===== src/core/pumq_defs.vh =====
// Purpose: Shared constants for the event unit-mask qualifier.
// Assumes: Included by bare name from the core files.
// Notes: Byte offsets of the register bus and field positions of the selector.
`ifndef PUMQ_DEFS_VH
`define PUMQ_DEFS_VH

// Register byte offsets
`define PUMQ_OFF_SELECTOR 8'h00
`define PUMQ_OFF_CLASS 8'h04
`define PUMQ_OFF_CNT_LO 8'h08
`define PUMQ_OFF_CNT_HI 8'h0C
`define PUMQ_OFF_STATUS 8'h10

// Event selector fields
`define PUMQ_EVT_LSB 0
`define PUMQ_EVT_MSB 7
`define PUMQ_UM_LSB 8
`define PUMQ_UM_MSB 15
`define PUMQ_SEL_EN_BIT 22
`define PUMQ_SEL_RESET 32'h00000000

// Unit-mask sub-field positions, relative to unit-mask bit 0 (selector bit 8)
`define PUMQ_UM_CORE_HI 7
`define PUMQ_UM_CORE_LO 6
`define PUMQ_UM_AGENT 5
`define PUMQ_UM_PF_HI 5
`define PUMQ_UM_PF_LO 4

// Two-bit codes
`define PUMQ_CODE_ALL 2'h3
`define PUMQ_CODE_THIS 2'h1
`define PUMQ_CODE_PF_ONLY 2'h1
`define PUMQ_CODE_PF_EXCL 2'h0

// Event class register fields
`define PUMQ_CLS_CORE_BIT 0
`define PUMQ_CLS_AGENT_BIT 1
`define PUMQ_CLS_PF_BIT 2
`define PUMQ_CLS_ST_LSB 3
`define PUMQ_CLS_ST_MSB 4
`define PUMQ_CLS_CORE_ONLY_BIT 5
`define PUMQ_CLS_RESET 6'h00

// Overlapping low sub-field kinds
`define PUMQ_ST_NONE 2'h0
`define PUMQ_ST_MESI 2'h1
`define PUMQ_ST_SNP_RESP 2'h2
`define PUMQ_ST_SNP_TYPE 2'h3

// Bus responses
`define PUMQ_RESP_OKAY 2'h0
`define PUMQ_RESP_SLVERR 2'h2

`endif


===== src/core/pumq_top.v =====
// Purpose: Performance event counter with unit-mask qualification, AXI4-Lite slave.
// Assumes: Occurrence inputs are synchronous to clk and describe the selected event.
// Notes: The counter itself is never reset; software loads it before enabling.
//
// Function
// RQ1: Unit mask in selector bits 15:8 restricts which occurrences count.
// RQ2: Bits 15:14: 11 counts all cores, 01 this core, others reserved.
// RQ3: Core specificity applies only to flagged events on dual-core variant.
// RQ4: Bit 13 clear counts this bus agent only, set counts all agents.
// RQ5: Core-only events ignore core and agent encodings, count originating core.
// RQ6: Bits 13:12: 11 all, 01 prefetch only, 00 exclude prefetch, 10 reserved.
// RQ7: Agent and prefetch qualification never apply together to one event.
// RQ8: Bits 11:8 select modified, exclusive, shared, invalid states; bits combine.
// RQ9: MESI event with no state bit set never increments.
// RQ10: Snoop response: bit 11 modified hit, bit 9 hit, bit 8 clean.
// RQ11: Snoop type: bit 9 invalidating snoop, bit 8 sharing snoop.
// RQ12: At most one of MESI, snoop response, snoop type per event.
// RQ13: Counter is not cleared or preset by reset; contents undefined.
// RQ14: Software loads a known counter value before enabling counting.
// RQ15: Only defined sub-fields apply; reserved codes never widen counting.
//
// The AXI4-Lite slave port and the placing of the registers are this design's own decisions.
`timescale 1ns/1ns
`default_nettype none
`include "pumq_defs.vh"

module pumq_top #(
    parameter ADDR_W = 8,
    parameter CNT_W = 40,
    parameter DUAL_CORE = 1
) (
    input wire clk,
    input wire reset_n,
    input wire [ADDR_W-1:0] s_axi_awaddr,
    input wire [2:0] s_axi_awprot,
    input wire s_axi_awvalid,
    output wire s_axi_awready,
    input wire [31:0] s_axi_wdata,
    input wire [3:0] s_axi_wstrb,
    input wire s_axi_wvalid,
    output wire s_axi_wready,
    output wire [1:0] s_axi_bresp,
    output wire s_axi_bvalid,
    input wire s_axi_bready,
    input wire [ADDR_W-1:0] s_axi_araddr,
    input wire [2:0] s_axi_arprot,
    input wire s_axi_arvalid,
    output wire s_axi_arready,
    output wire [31:0] s_axi_rdata,
    output wire [1:0] s_axi_rresp,
    output wire s_axi_rvalid,
    input wire s_axi_rready,
    output wire [7:0] event_code,
    output wire counting_enabled,
    input wire occ_valid,
    input wire occ_this_core,
    input wire occ_this_agent,
    input wire occ_hw_prefetch,
    input wire [3:0] occ_line_state,
    input wire [2:0] occ_snoop_resp,
    input wire [1:0] occ_snoop_type,
    output wire count_pulse
);
    localparam HI_W = CNT_W - 32;

    // Register map, one aligned 32-bit word per offset:
    //   0x00 selector: event code in 7:0, unit mask in 15:8, enable in bit 22;
    //        every other bit is stored and read back unchanged
    //   0x04 event class, telling which sub-fields the selected event defines:
    //        bit 0 core specificity, bit 1 agent specificity, bit 2 prefetch,
    //        bits 4:3 low sub-field kind (none, line state, snoop response,
    //        snoop type), bit 5 core-only event; upper bits read as zero
    //   0x08 counter bits 31:0
    //   0x0C counter upper bits, zero-extended on read
    //   0x10 status: bit 0 sticky match, bit 1 class conflict, bit 2 live
    //        qualify result; only bit 0 reacts to a write (one clears it)
    // Any other offset answers with a slave error and changes nothing.
    //
    // The class comes from software rather than from a table keyed by the event
    // code, so new events need no logic change. The price is that a wrong class
    // mis-qualifies silently; the conflict bit catches only the agent and prefetch clash.

    // Register index decode, shared by the read and write paths
    // Index 0 means unmapped and leads to a slave error on either path
    function [2:0] reg_sel;
        input [ADDR_W-1:0] a;
        begin
            case (a[7:0])
                `PUMQ_OFF_SELECTOR: reg_sel = 3'h1;
                `PUMQ_OFF_CLASS: reg_sel = 3'h2;
                `PUMQ_OFF_CNT_LO: reg_sel = 3'h3;
                `PUMQ_OFF_CNT_HI: reg_sel = 3'h4;
                `PUMQ_OFF_STATUS: reg_sel = 3'h5;
                default: reg_sel = 3'h0;
            endcase
        end
    endfunction

    // Byte-lane merge of a write into an old word
    // Lanes whose strobe is clear keep their old byte
    function [31:0] merge;
        input [31:0] old;
        input [31:0] nw;
        input [3:0] strb;
        integer i;
        begin
            merge = old;
            for (i = 0; i < 4; i = i + 1) begin
                if (strb[i]) begin
                    merge[i*8 +: 8] = nw[i*8 +: 8];
                end
            end
        end
    endfunction

    // Programmed state and the counter
    reg [31:0] sel_q;
    reg [5:0] class_q;
    reg [CNT_W-1:0] cnt_q;
    reg match_seen_q;

    // Write channel holding registers
    reg aw_got_q;
    reg w_got_q;
    reg [ADDR_W-1:0] awaddr_q;
    reg [31:0] wdata_q;
    reg [3:0] wstrb_q;

    // Response registers
    reg bvalid_q;
    reg [1:0] bresp_q;
    reg rvalid_q;
    reg [31:0] rdata_q;
    reg [1:0] rresp_q;

    // Qualifier results, decode and merged write words
    wire count_ok;
    wire class_conflict;
    wire do_write;
    wire [2:0] wsel;
    wire [2:0] rsel;
    wire [31:0] sel_merged;
    wire [31:0] class_merged;
    wire [31:0] lo_merged;
    wire [31:0] hi_merged;
    wire [31:0] cnt_hi_word;
    wire bump;

    // Filter for the currently selected event
    // Purely combinational; its result gates the increment in the same cycle
    pumq_qualifier #(
        .DUAL_CORE(DUAL_CORE)
    ) u_qual (
        .umask(sel_q[`PUMQ_UM_MSB:`PUMQ_UM_LSB]),
        .ev_class(class_q),
        .occ_this_core(occ_this_core),
        .occ_this_agent(occ_this_agent),
        .occ_hw_prefetch(occ_hw_prefetch),
        .occ_line_state(occ_line_state),
        .occ_snoop_resp(occ_snoop_resp),
        .occ_snoop_type(occ_snoop_type),
        .count_ok(count_ok),
        .class_conflict(class_conflict)
    );

    // Handshake outputs; one write and one read in flight at a time
    // Readies are combinational so an idle slave takes a request in its first cycle
    assign s_axi_awready = ~aw_got_q & ~bvalid_q;
    assign s_axi_wready = ~w_got_q & ~bvalid_q;
    assign s_axi_bvalid = bvalid_q;
    assign s_axi_bresp = bresp_q;
    assign s_axi_arready = ~rvalid_q;
    assign s_axi_rvalid = rvalid_q;
    assign s_axi_rdata = rdata_q;
    assign s_axi_rresp = rresp_q;

    assign event_code = sel_q[`PUMQ_EVT_MSB:`PUMQ_EVT_LSB];
    assign counting_enabled = sel_q[`PUMQ_SEL_EN_BIT];

    // The pulse shows sources the decision in the cycle of the occurrence
    // RQ15: count only qualified occurrences
    assign bump = counting_enabled & occ_valid & count_ok;
    assign count_pulse = bump;

    // Write timing:
    //   edge 0: address and data taken, together or apart; each ready drops
    //   edge 1: the held pair is committed to the addressed register
    //   after edge 1: the response stands until bready is seen high
    // Holding both halves costs a cycle but keeps the decode off the bus inputs.
    // Write commits one cycle after both halves are held
    assign do_write = aw_got_q & w_got_q & ~bvalid_q;

    // Decode the held write address and the live read address
    assign wsel = reg_sel(awaddr_q);
    assign rsel = reg_sel(s_axi_araddr);

    // Upper counter word and the byte-merged candidates for each writable word
    assign cnt_hi_word = {{(32-HI_W){1'b0}}, cnt_q[CNT_W-1:32]};
    assign sel_merged = merge(sel_q, wdata_q, wstrb_q);
    assign class_merged = merge({26'h0, class_q}, wdata_q, wstrb_q);
    assign lo_merged = merge(cnt_q[31:0], wdata_q, wstrb_q);
    assign hi_merged = merge(cnt_hi_word, wdata_q, wstrb_q);

    // Write address and data channels, taken in either order
    // A standing response blocks both halves, so no write overtakes it
    always @(posedge clk) begin
        if (!reset_n) begin
            aw_got_q <= 1'b0;
            w_got_q <= 1'b0;
            awaddr_q <= {ADDR_W{1'b0}};
            wdata_q <= 32'h00000000;
            wstrb_q <= 4'h0;
            bvalid_q <= 1'b0;
            bresp_q <= `PUMQ_RESP_OKAY;
        end else begin
            if (s_axi_awvalid && s_axi_awready) begin
                aw_got_q <= 1'b1;
                awaddr_q <= s_axi_awaddr;
            end
            if (s_axi_wvalid && s_axi_wready) begin
                w_got_q <= 1'b1;
                wdata_q <= s_axi_wdata;
                wstrb_q <= s_axi_wstrb;
            end
            if (do_write) begin
                // Free both holders and raise the response
                aw_got_q <= 1'b0;
                w_got_q <= 1'b0;
                bvalid_q <= 1'b1;
                bresp_q <= (wsel == 3'h0) ? `PUMQ_RESP_SLVERR : `PUMQ_RESP_OKAY;
            end else if (bvalid_q && s_axi_bready) begin
                bvalid_q <= 1'b0;
            end
        end
    end

    // Control registers; an unmapped or status offset leaves them alone
    always @(posedge clk) begin
        if (!reset_n) begin
            sel_q <= `PUMQ_SEL_RESET;
            class_q <= `PUMQ_CLS_RESET;
        end else if (do_write) begin
            if (wsel == 3'h1) begin
                sel_q <= sel_merged;
            end
            if (wsel == 3'h2) begin
                class_q <= class_merged[5:0];
            end
        end
    end

    // Sticky qualified-occurrence flag; a new occurrence beats the clear
    // Set wins so that no occurrence in the clearing cycle goes unreported
    always @(posedge clk) begin
        if (!reset_n) begin
            match_seen_q <= 1'b0;
        end else if (bump) begin
            match_seen_q <= 1'b1;
        end else if (do_write && wsel == 3'h5 && wstrb_q[0] && wdata_q[0]) begin
            match_seen_q <= 1'b0;
        end
    end

    // The counter spans two words with no snapshot: reading the low word and then
    // the high word can tear across a carry while counting is enabled, so software
    // that needs a coherent value stops counting first.
    // RQ13: counter left out of reset
    // RQ14: software load wins over a bump
    always @(posedge clk) begin
        if (do_write && wsel == 3'h3) begin
            cnt_q[31:0] <= lo_merged;
        end else if (do_write && wsel == 3'h4) begin
            cnt_q[CNT_W-1:32] <= hi_merged[HI_W-1:0];
        end else if (bump) begin
            cnt_q <= cnt_q + {{(CNT_W-1){1'b0}}, 1'b1};
        end
    end

    // Read timing: address taken at edge 0; data and response stand from the next
    // cycle until rready. The live status bit shows the decision of the edge-0 cycle,
    // and a status read does not clear the sticky bit.
    // Read channel; data held in a register until rready
    always @(posedge clk) begin
        if (!reset_n) begin
            rvalid_q <= 1'b0;
            rdata_q <= 32'h00000000;
            rresp_q <= `PUMQ_RESP_OKAY;
        end else if (s_axi_arvalid && s_axi_arready) begin
            rvalid_q <= 1'b1;
            rresp_q <= `PUMQ_RESP_OKAY;
            case (rsel)
                3'h1: rdata_q <= sel_q;
                3'h2: rdata_q <= {26'h0, class_q};
                3'h3: rdata_q <= cnt_q[31:0];
                3'h4: rdata_q <= cnt_hi_word;
                3'h5: rdata_q <= {29'h0, count_ok, class_conflict, match_seen_q};
                // Unmapped: zero data with a slave error
                default: begin
                    rdata_q <= 32'h00000000;
                    rresp_q <= `PUMQ_RESP_SLVERR;
                end
            endcase
        end else if (rvalid_q && s_axi_rready) begin
            rvalid_q <= 1'b0;
        end
    end
endmodule // pumq_top

`default_nettype wire


===== src/core/pumq_qualifier.v =====
// Purpose: Combinational filter deciding whether one occurrence is counted.
// Assumes: Occurrence attributes are valid together with the occurrence.
// Notes: Sub-fields the event class does not define are left out of the decision.
`timescale 1ns/1ns
`default_nettype none
`include "pumq_defs.vh"

module pumq_qualifier #(
    parameter DUAL_CORE = 1
) (
    input wire [7:0] umask,
    input wire [5:0] ev_class,
    input wire occ_this_core,
    input wire occ_this_agent,
    input wire occ_hw_prefetch,
    input wire [3:0] occ_line_state,
    input wire [2:0] occ_snoop_resp,
    input wire [1:0] occ_snoop_type,
    output wire count_ok,
    output wire class_conflict
);
    wire cls_core = ev_class[`PUMQ_CLS_CORE_BIT];
    wire cls_agent = ev_class[`PUMQ_CLS_AGENT_BIT];
    wire cls_pf = ev_class[`PUMQ_CLS_PF_BIT];
    wire cls_core_only = ev_class[`PUMQ_CLS_CORE_ONLY_BIT];
    wire [1:0] cls_st = ev_class[`PUMQ_CLS_ST_MSB:`PUMQ_CLS_ST_LSB];
    wire [1:0] core_code = umask[`PUMQ_UM_CORE_HI:`PUMQ_UM_CORE_LO];
    wire [1:0] pf_code = umask[`PUMQ_UM_PF_HI:`PUMQ_UM_PF_LO];
    reg core_ok;
    reg agent_ok;
    reg pf_ok;
    reg st_ok;

    // Agent and prefetch share bit 13; a class claiming both is flagged
    assign class_conflict = cls_agent & cls_pf;

    // Core specificity
    always @* begin
        core_ok = 1'b1;
        // RQ5: core-only ignores encodings
        if (cls_core_only) begin
            core_ok = occ_this_core;
        // RQ3: subset, dual-core only
        end else if (cls_core && (DUAL_CORE != 0)) begin
            // RQ2: all or this core
            case (core_code)
                `PUMQ_CODE_ALL: core_ok = 1'b1;
                `PUMQ_CODE_THIS: core_ok = occ_this_core;
                // RQ15: reserved counts nothing
                default: core_ok = 1'b0;
            endcase
        end
    end

    // Agent specificity, meaningless for core-only conditions
    always @* begin
        agent_ok = 1'b1;
        // RQ4: this agent or all
        if (cls_agent && !cls_core_only) begin
            agent_ok = umask[`PUMQ_UM_AGENT] | occ_this_agent;
        end
    end

    // Prefetch handling; agent wins bit 13 when both are claimed
    always @* begin
        pf_ok = 1'b1;
        // RQ7: never both applied
        if (cls_pf && !cls_agent) begin
            // RQ6: prefetch qualification
            case (pf_code)
                `PUMQ_CODE_ALL: pf_ok = 1'b1;
                `PUMQ_CODE_PF_ONLY: pf_ok = occ_hw_prefetch;
                `PUMQ_CODE_PF_EXCL: pf_ok = ~occ_hw_prefetch;
                // RQ15: reserved counts nothing
                default: pf_ok = 1'b0;
            endcase
        end
    end

    // Low sub-field; a two-bit kind lets only one overlay apply
    always @* begin
        st_ok = 1'b1;
        // RQ12: one overlapping sub-field
        case (cls_st)
            `PUMQ_ST_NONE: st_ok = 1'b1;
            // RQ8: MESI bits combine
            // RQ9: no state bit, no count
            `PUMQ_ST_MESI: st_ok = |(umask[3:0] & occ_line_state);
            // RQ10: snoop response, bit 10 ignored
            `PUMQ_ST_SNP_RESP: st_ok = (umask[3] & occ_snoop_resp[2]) |
                                       (umask[1] & occ_snoop_resp[1]) |
                                       (umask[0] & occ_snoop_resp[0]);
            // RQ11: snoop type
            `PUMQ_ST_SNP_TYPE: st_ok = (umask[1] & occ_snoop_type[1]) |
                                       (umask[0] & occ_snoop_type[0]);
            default: st_ok = 1'b0;
        endcase
    end

    // RQ1: unit mask restricts counting
    assign count_ok = core_ok & agent_ok & pf_ok & st_ok;
endmodule // pumq_qualifier

`default_nettype wire


===== config.mk =====
export PLATFORM = sky130hd
export DESIGN_NAME = pumq_top
export DESIGN_NICKNAME = d
export VERILOG_FILES = /design/src/core/pumq_top.v /design/src/core/pumq_qualifier.v
export VERILOG_INCLUDE_DIRS = /design/src /design/src/core
export SDC_FILE = /design/constraint.sdc
export NUM_CORES = 1
export LEC_CHECK = 0
export ABC_AREA = 1
export BUFFER_PORTS_ARGS = -buffer_cell sky130_fd_sc_hd__buf_2
export CORE_ASPECT_RATIO = 0.9
export CORE_MARGIN = 2
export CORE_UTILIZATION = 50
export DETAILED_ROUTE_END_ITERATION = 10
export HOLD_SLACK_MARGIN = 0.02
export PLACE_DENSITY_LB_ADDON = 0.3
export SLEW_MARGIN = 20
export SYNTH_ARGS = -nofsm -noshare
export SYNTH_HDL_FRONTEND = slang
export SYNTH_SLANG_ARGS = --single-unit
export TNS_END_PERCENT = 20

===== constraint.sdc =====
create_clock -name clk -period 5.9 [get_ports clk]
set_input_delay 1.475 -clock clk [delete_from_list [all_inputs] [get_ports clk]]
set_output_delay 1.475 -clock clk [all_outputs]
set_load 0.005 [all_outputs]

==> results.ini <==
[global_routing]
met2_usage_pct = 37.3
grt_pass1_vias = 6465
grt_pass1_wl_mm = 34.0
grt_overflow = 0
grt_usage_pct = 26.5
grt_max_degree = 74
grt.met3_usage_pct = 4.84
grt_busiest_layer = met1
antenna_found_initial = 0
grt.met1_usage_pct = 41.0

[layout]
fillerInstances = 1497
stdcell_count = 1377
final_cell_area_um2 = 9130
antenna_cells = 0
drive_above_1_share_pct = 16.3
synthToLayoutAreaGrowth_pct = 15.0
nets = 1241

[synth]
syn_avg_cell_area_um2 = 7.40
yosysTopAreaCellShare_pct = 30.5
syn_inst = 1072
ys_ff_latch = 161
ys_top_cells_by_area = dfxtp_1 (31%), edfxtp_1 (15%), nand2_1 (13%), o21ai_0 (8.0%), a21oi_1 (6.6%)
synth_common_cells = nand2_1 (265), o21ai_0 (127), dfxtp_1 (121)
yosysUniqueCellTypes = 38
synth_edf_count = 40
yosys_warnings = 0
post-synth-top-count-cell = nand2_1
async_reset_ff_share_pct = 0
synthesis.area_um2 = 7940
ys_seq_area_share_pct = 45.7
synth-main-ff-cell = dfxtp_1
synth_top_area_cell = dfxtp_1

[drt]
drt_wl_total_mm = 21.7
routedWlPerCell_um = 15.8
drt_iter0_drc = 666
ant_nets = 0
drcViolationCount = 0
drt-vias-per-instance = 5.28
vias = 7270
first_pass_iters = 5

[sta]
rsz0062_at_grt = no
max-slew-margin-rel_pct = 30.6
slew_viol_final = 0
worstMarginPinSlew_ns = 1.04
tns_ns = 0
hold_viol_final = 0
max_freq_mhz = 229
fin_crit_sh_pct = 74.1
finalCriticalPeriod_ns = 4.37
fin_worst_skew_ns = 0.0125
final-setup-viol-count = 0

[pwr]
power.density_nw_per_um2 = 266
p_leak_nw = 3.82
ir_worst_vdd_v = 0.000252

[floorplan]
die_area_um2 = 16900
start_util_pct = 51.2
die_w_um = 137
ios = 129
coreArea_um2 = 15500
num_rows = 43
die_h_um = 124

[clock_network]
clockRootBuffer = clkbuf_16
cts_tree = done
clock_latency_ns = 0.44
cts-resized-gates = 0
clk_pin_slew_worst_paths_ns = 0.06
cts.sinks = 161
ctsHoldBuffers = 0
cts_setup_buffers = 0
cts.htree.levels = 4
numCtsBuffers = 17
clk_path_buf_depth = 2

[job]
maxCapViolCount = 0

[setup_path]
crit_path_cell_trace = buf_2 > nor2_1 > xor2_1 > nor2_1 > nor2_1 > nand4_1 > inv_1 > buf_2
critPathKind = input pin to primary output
cpPeakStageDelay_ns = 0.42
cp.required_ns = 4.43
cp-end-kind = primary output
crit_path_frequent_cell = nor2_1
worst_setup_path_start_kind = input pin
arrival_ns = 2.90
cp_slowest_cell = nand4_1
crit_fanout = 7

[status]
run_status = finished, final reports clean

[place]
gp_congestion = 0.989
placed_cells = 1345
portBuffers = 120
dp_hpwl_mm = 16.2
placed_cell_area_um2 = 8550

[hold_path]
hold_path_class = flip-flop to flip-flop

==> power breakdown <==
group,internal [mW],switching [mW]
clock,0.593,0.487
combinational,0.0539,0.121
sequential,1.16,0.0159
total,1.81,0.624
==> placed cells by master, fill, tap and decap left out, types with 5 or more instances in the layout <==
| cell type | Yosys | final |
|---|---|---|
| nand2_1 | 265 | 264 |
| buf_2 | 7 | 120 |
| nor3_1 | 16 | 16 |
| edfxtp_1 | 40 | 40 |
| xor2_1 | 29 | 29 |
| nand4_1 | 19 | 19 |
| a21oi_2 | 6 | 6 |
| dfxtp_1 | 121 | 121 |
| nand3_1 | 32 | 32 |
| o21ai_0 | 127 | 127 |
| buf_4 | 11 | 6 |
| a211oi_1 | 8 | 8 |
| inv_1 | 103 | 103 |
| nor2_1 | 90 | 90 |
| a22o_1 | 5 | 5 |
| clkbuf_16 | 0 | 17 |
| a21oi_1 | 105 | 105 |
| o21ai_1 | 10 | 10 |
| nor2_2 | 6 | 6 |
| inv_2 | 6 | 6 |
==> cells by family (layout without fill, tap and decap cells) <==
group	after synthesis	count (layout)	share of synthesized area [%]
buffers and inverters	166	268	8.86
other	1	2	0.0473
adder cells (fa/ha/maj)	1	1	0.158
flip-flops	161	161	45.7
AO/OA/AOI/OAI	269	269	18.0
AND/OR/NAND/NOR	442	442	23.7
XOR/XNOR	32	32	3.53
==> worst max-delay path: cells and delay by family <==
| kind | cells | cell delay (ns) |
|---|---|---|
| AND/OR/NAND/NOR | 4 | 0.76 |
| buffers and inverters | 3 | 0.37 |
| XOR/XNOR | 1 | 0.29 |
==> state kept, by name, indices dropped and copies added, names as in the netlist <==
signal	count
s_axi_bresp	1
wdata_q	32
s_axi_rdata	32
sel_q	32
s_axi_bvalid	1
awaddr_q	8
wstrb_q	4
aw_got_q	1
match_seen_q	1
cnt_q	40
class_q	6
s_axi_rvalid	1
s_axi_rresp	1
w_got_q	1
==> per-stage QoR <==
| stage | total power, mW | hold slack (ns) | setup WS [ns] | utilization, % |
|---|---|---|---|---|
| finish | 2.43 | 0.461 | 1.53 | 58.9 |
| global route | 2.51 | 0.473 | 1.50 | 58.9 |
| CTS | 2.44 | 0.464 | 1.54 | 58.9 |
| detailed placement | 1.37 | 0.454 | 1.55 | 55.2 |
| global placement | 1.37 | 0.450 | 1.54 | 55.2 |
| floorplan | 1.31 | 0.441 | 2.23 | - |
==> final cells by class <==
class | instances | area (um2) | area share, %
timing repair buffer | 126 | 646 | 7.07
multi-input combinational | 746 | 3620 | 39.7
tap | 202 | 253 | 2.77
clock buffer | 17 | 425 | 4.66
clock inverter | 15 | 148 | 1.62
inverter | 110 | 413 | 4.52
sequential | 161 | 3620 | 39.7
==> final timing paths <==
| kind | cells after the start | end | start | slack [ns] |
|---|---|---|---|---|
| worst min-delay path | 2 | s_axi_rdata[27] | s_axi_rdata[27] | 0.46 |
| worst min register to register | 2 | s_axi_rdata[27] | s_axi_rdata[27] | 0.46 |
| worst max-delay path | 8 | count_pulse | occ_hw_prefetch | 1.53 |
| worst max register to register | 7 | cnt_q[23] | s_axi_bvalid | 2.94 |
==> per-layer routing <==
layer	vias to the layer above	wire length [um]
met5	-	0
li1	3709	-
met1	3254	10700
met2	285	8860
met4	0	377
met3	22	1760
No activity file was read; power rests on OpenSTA's default activity.
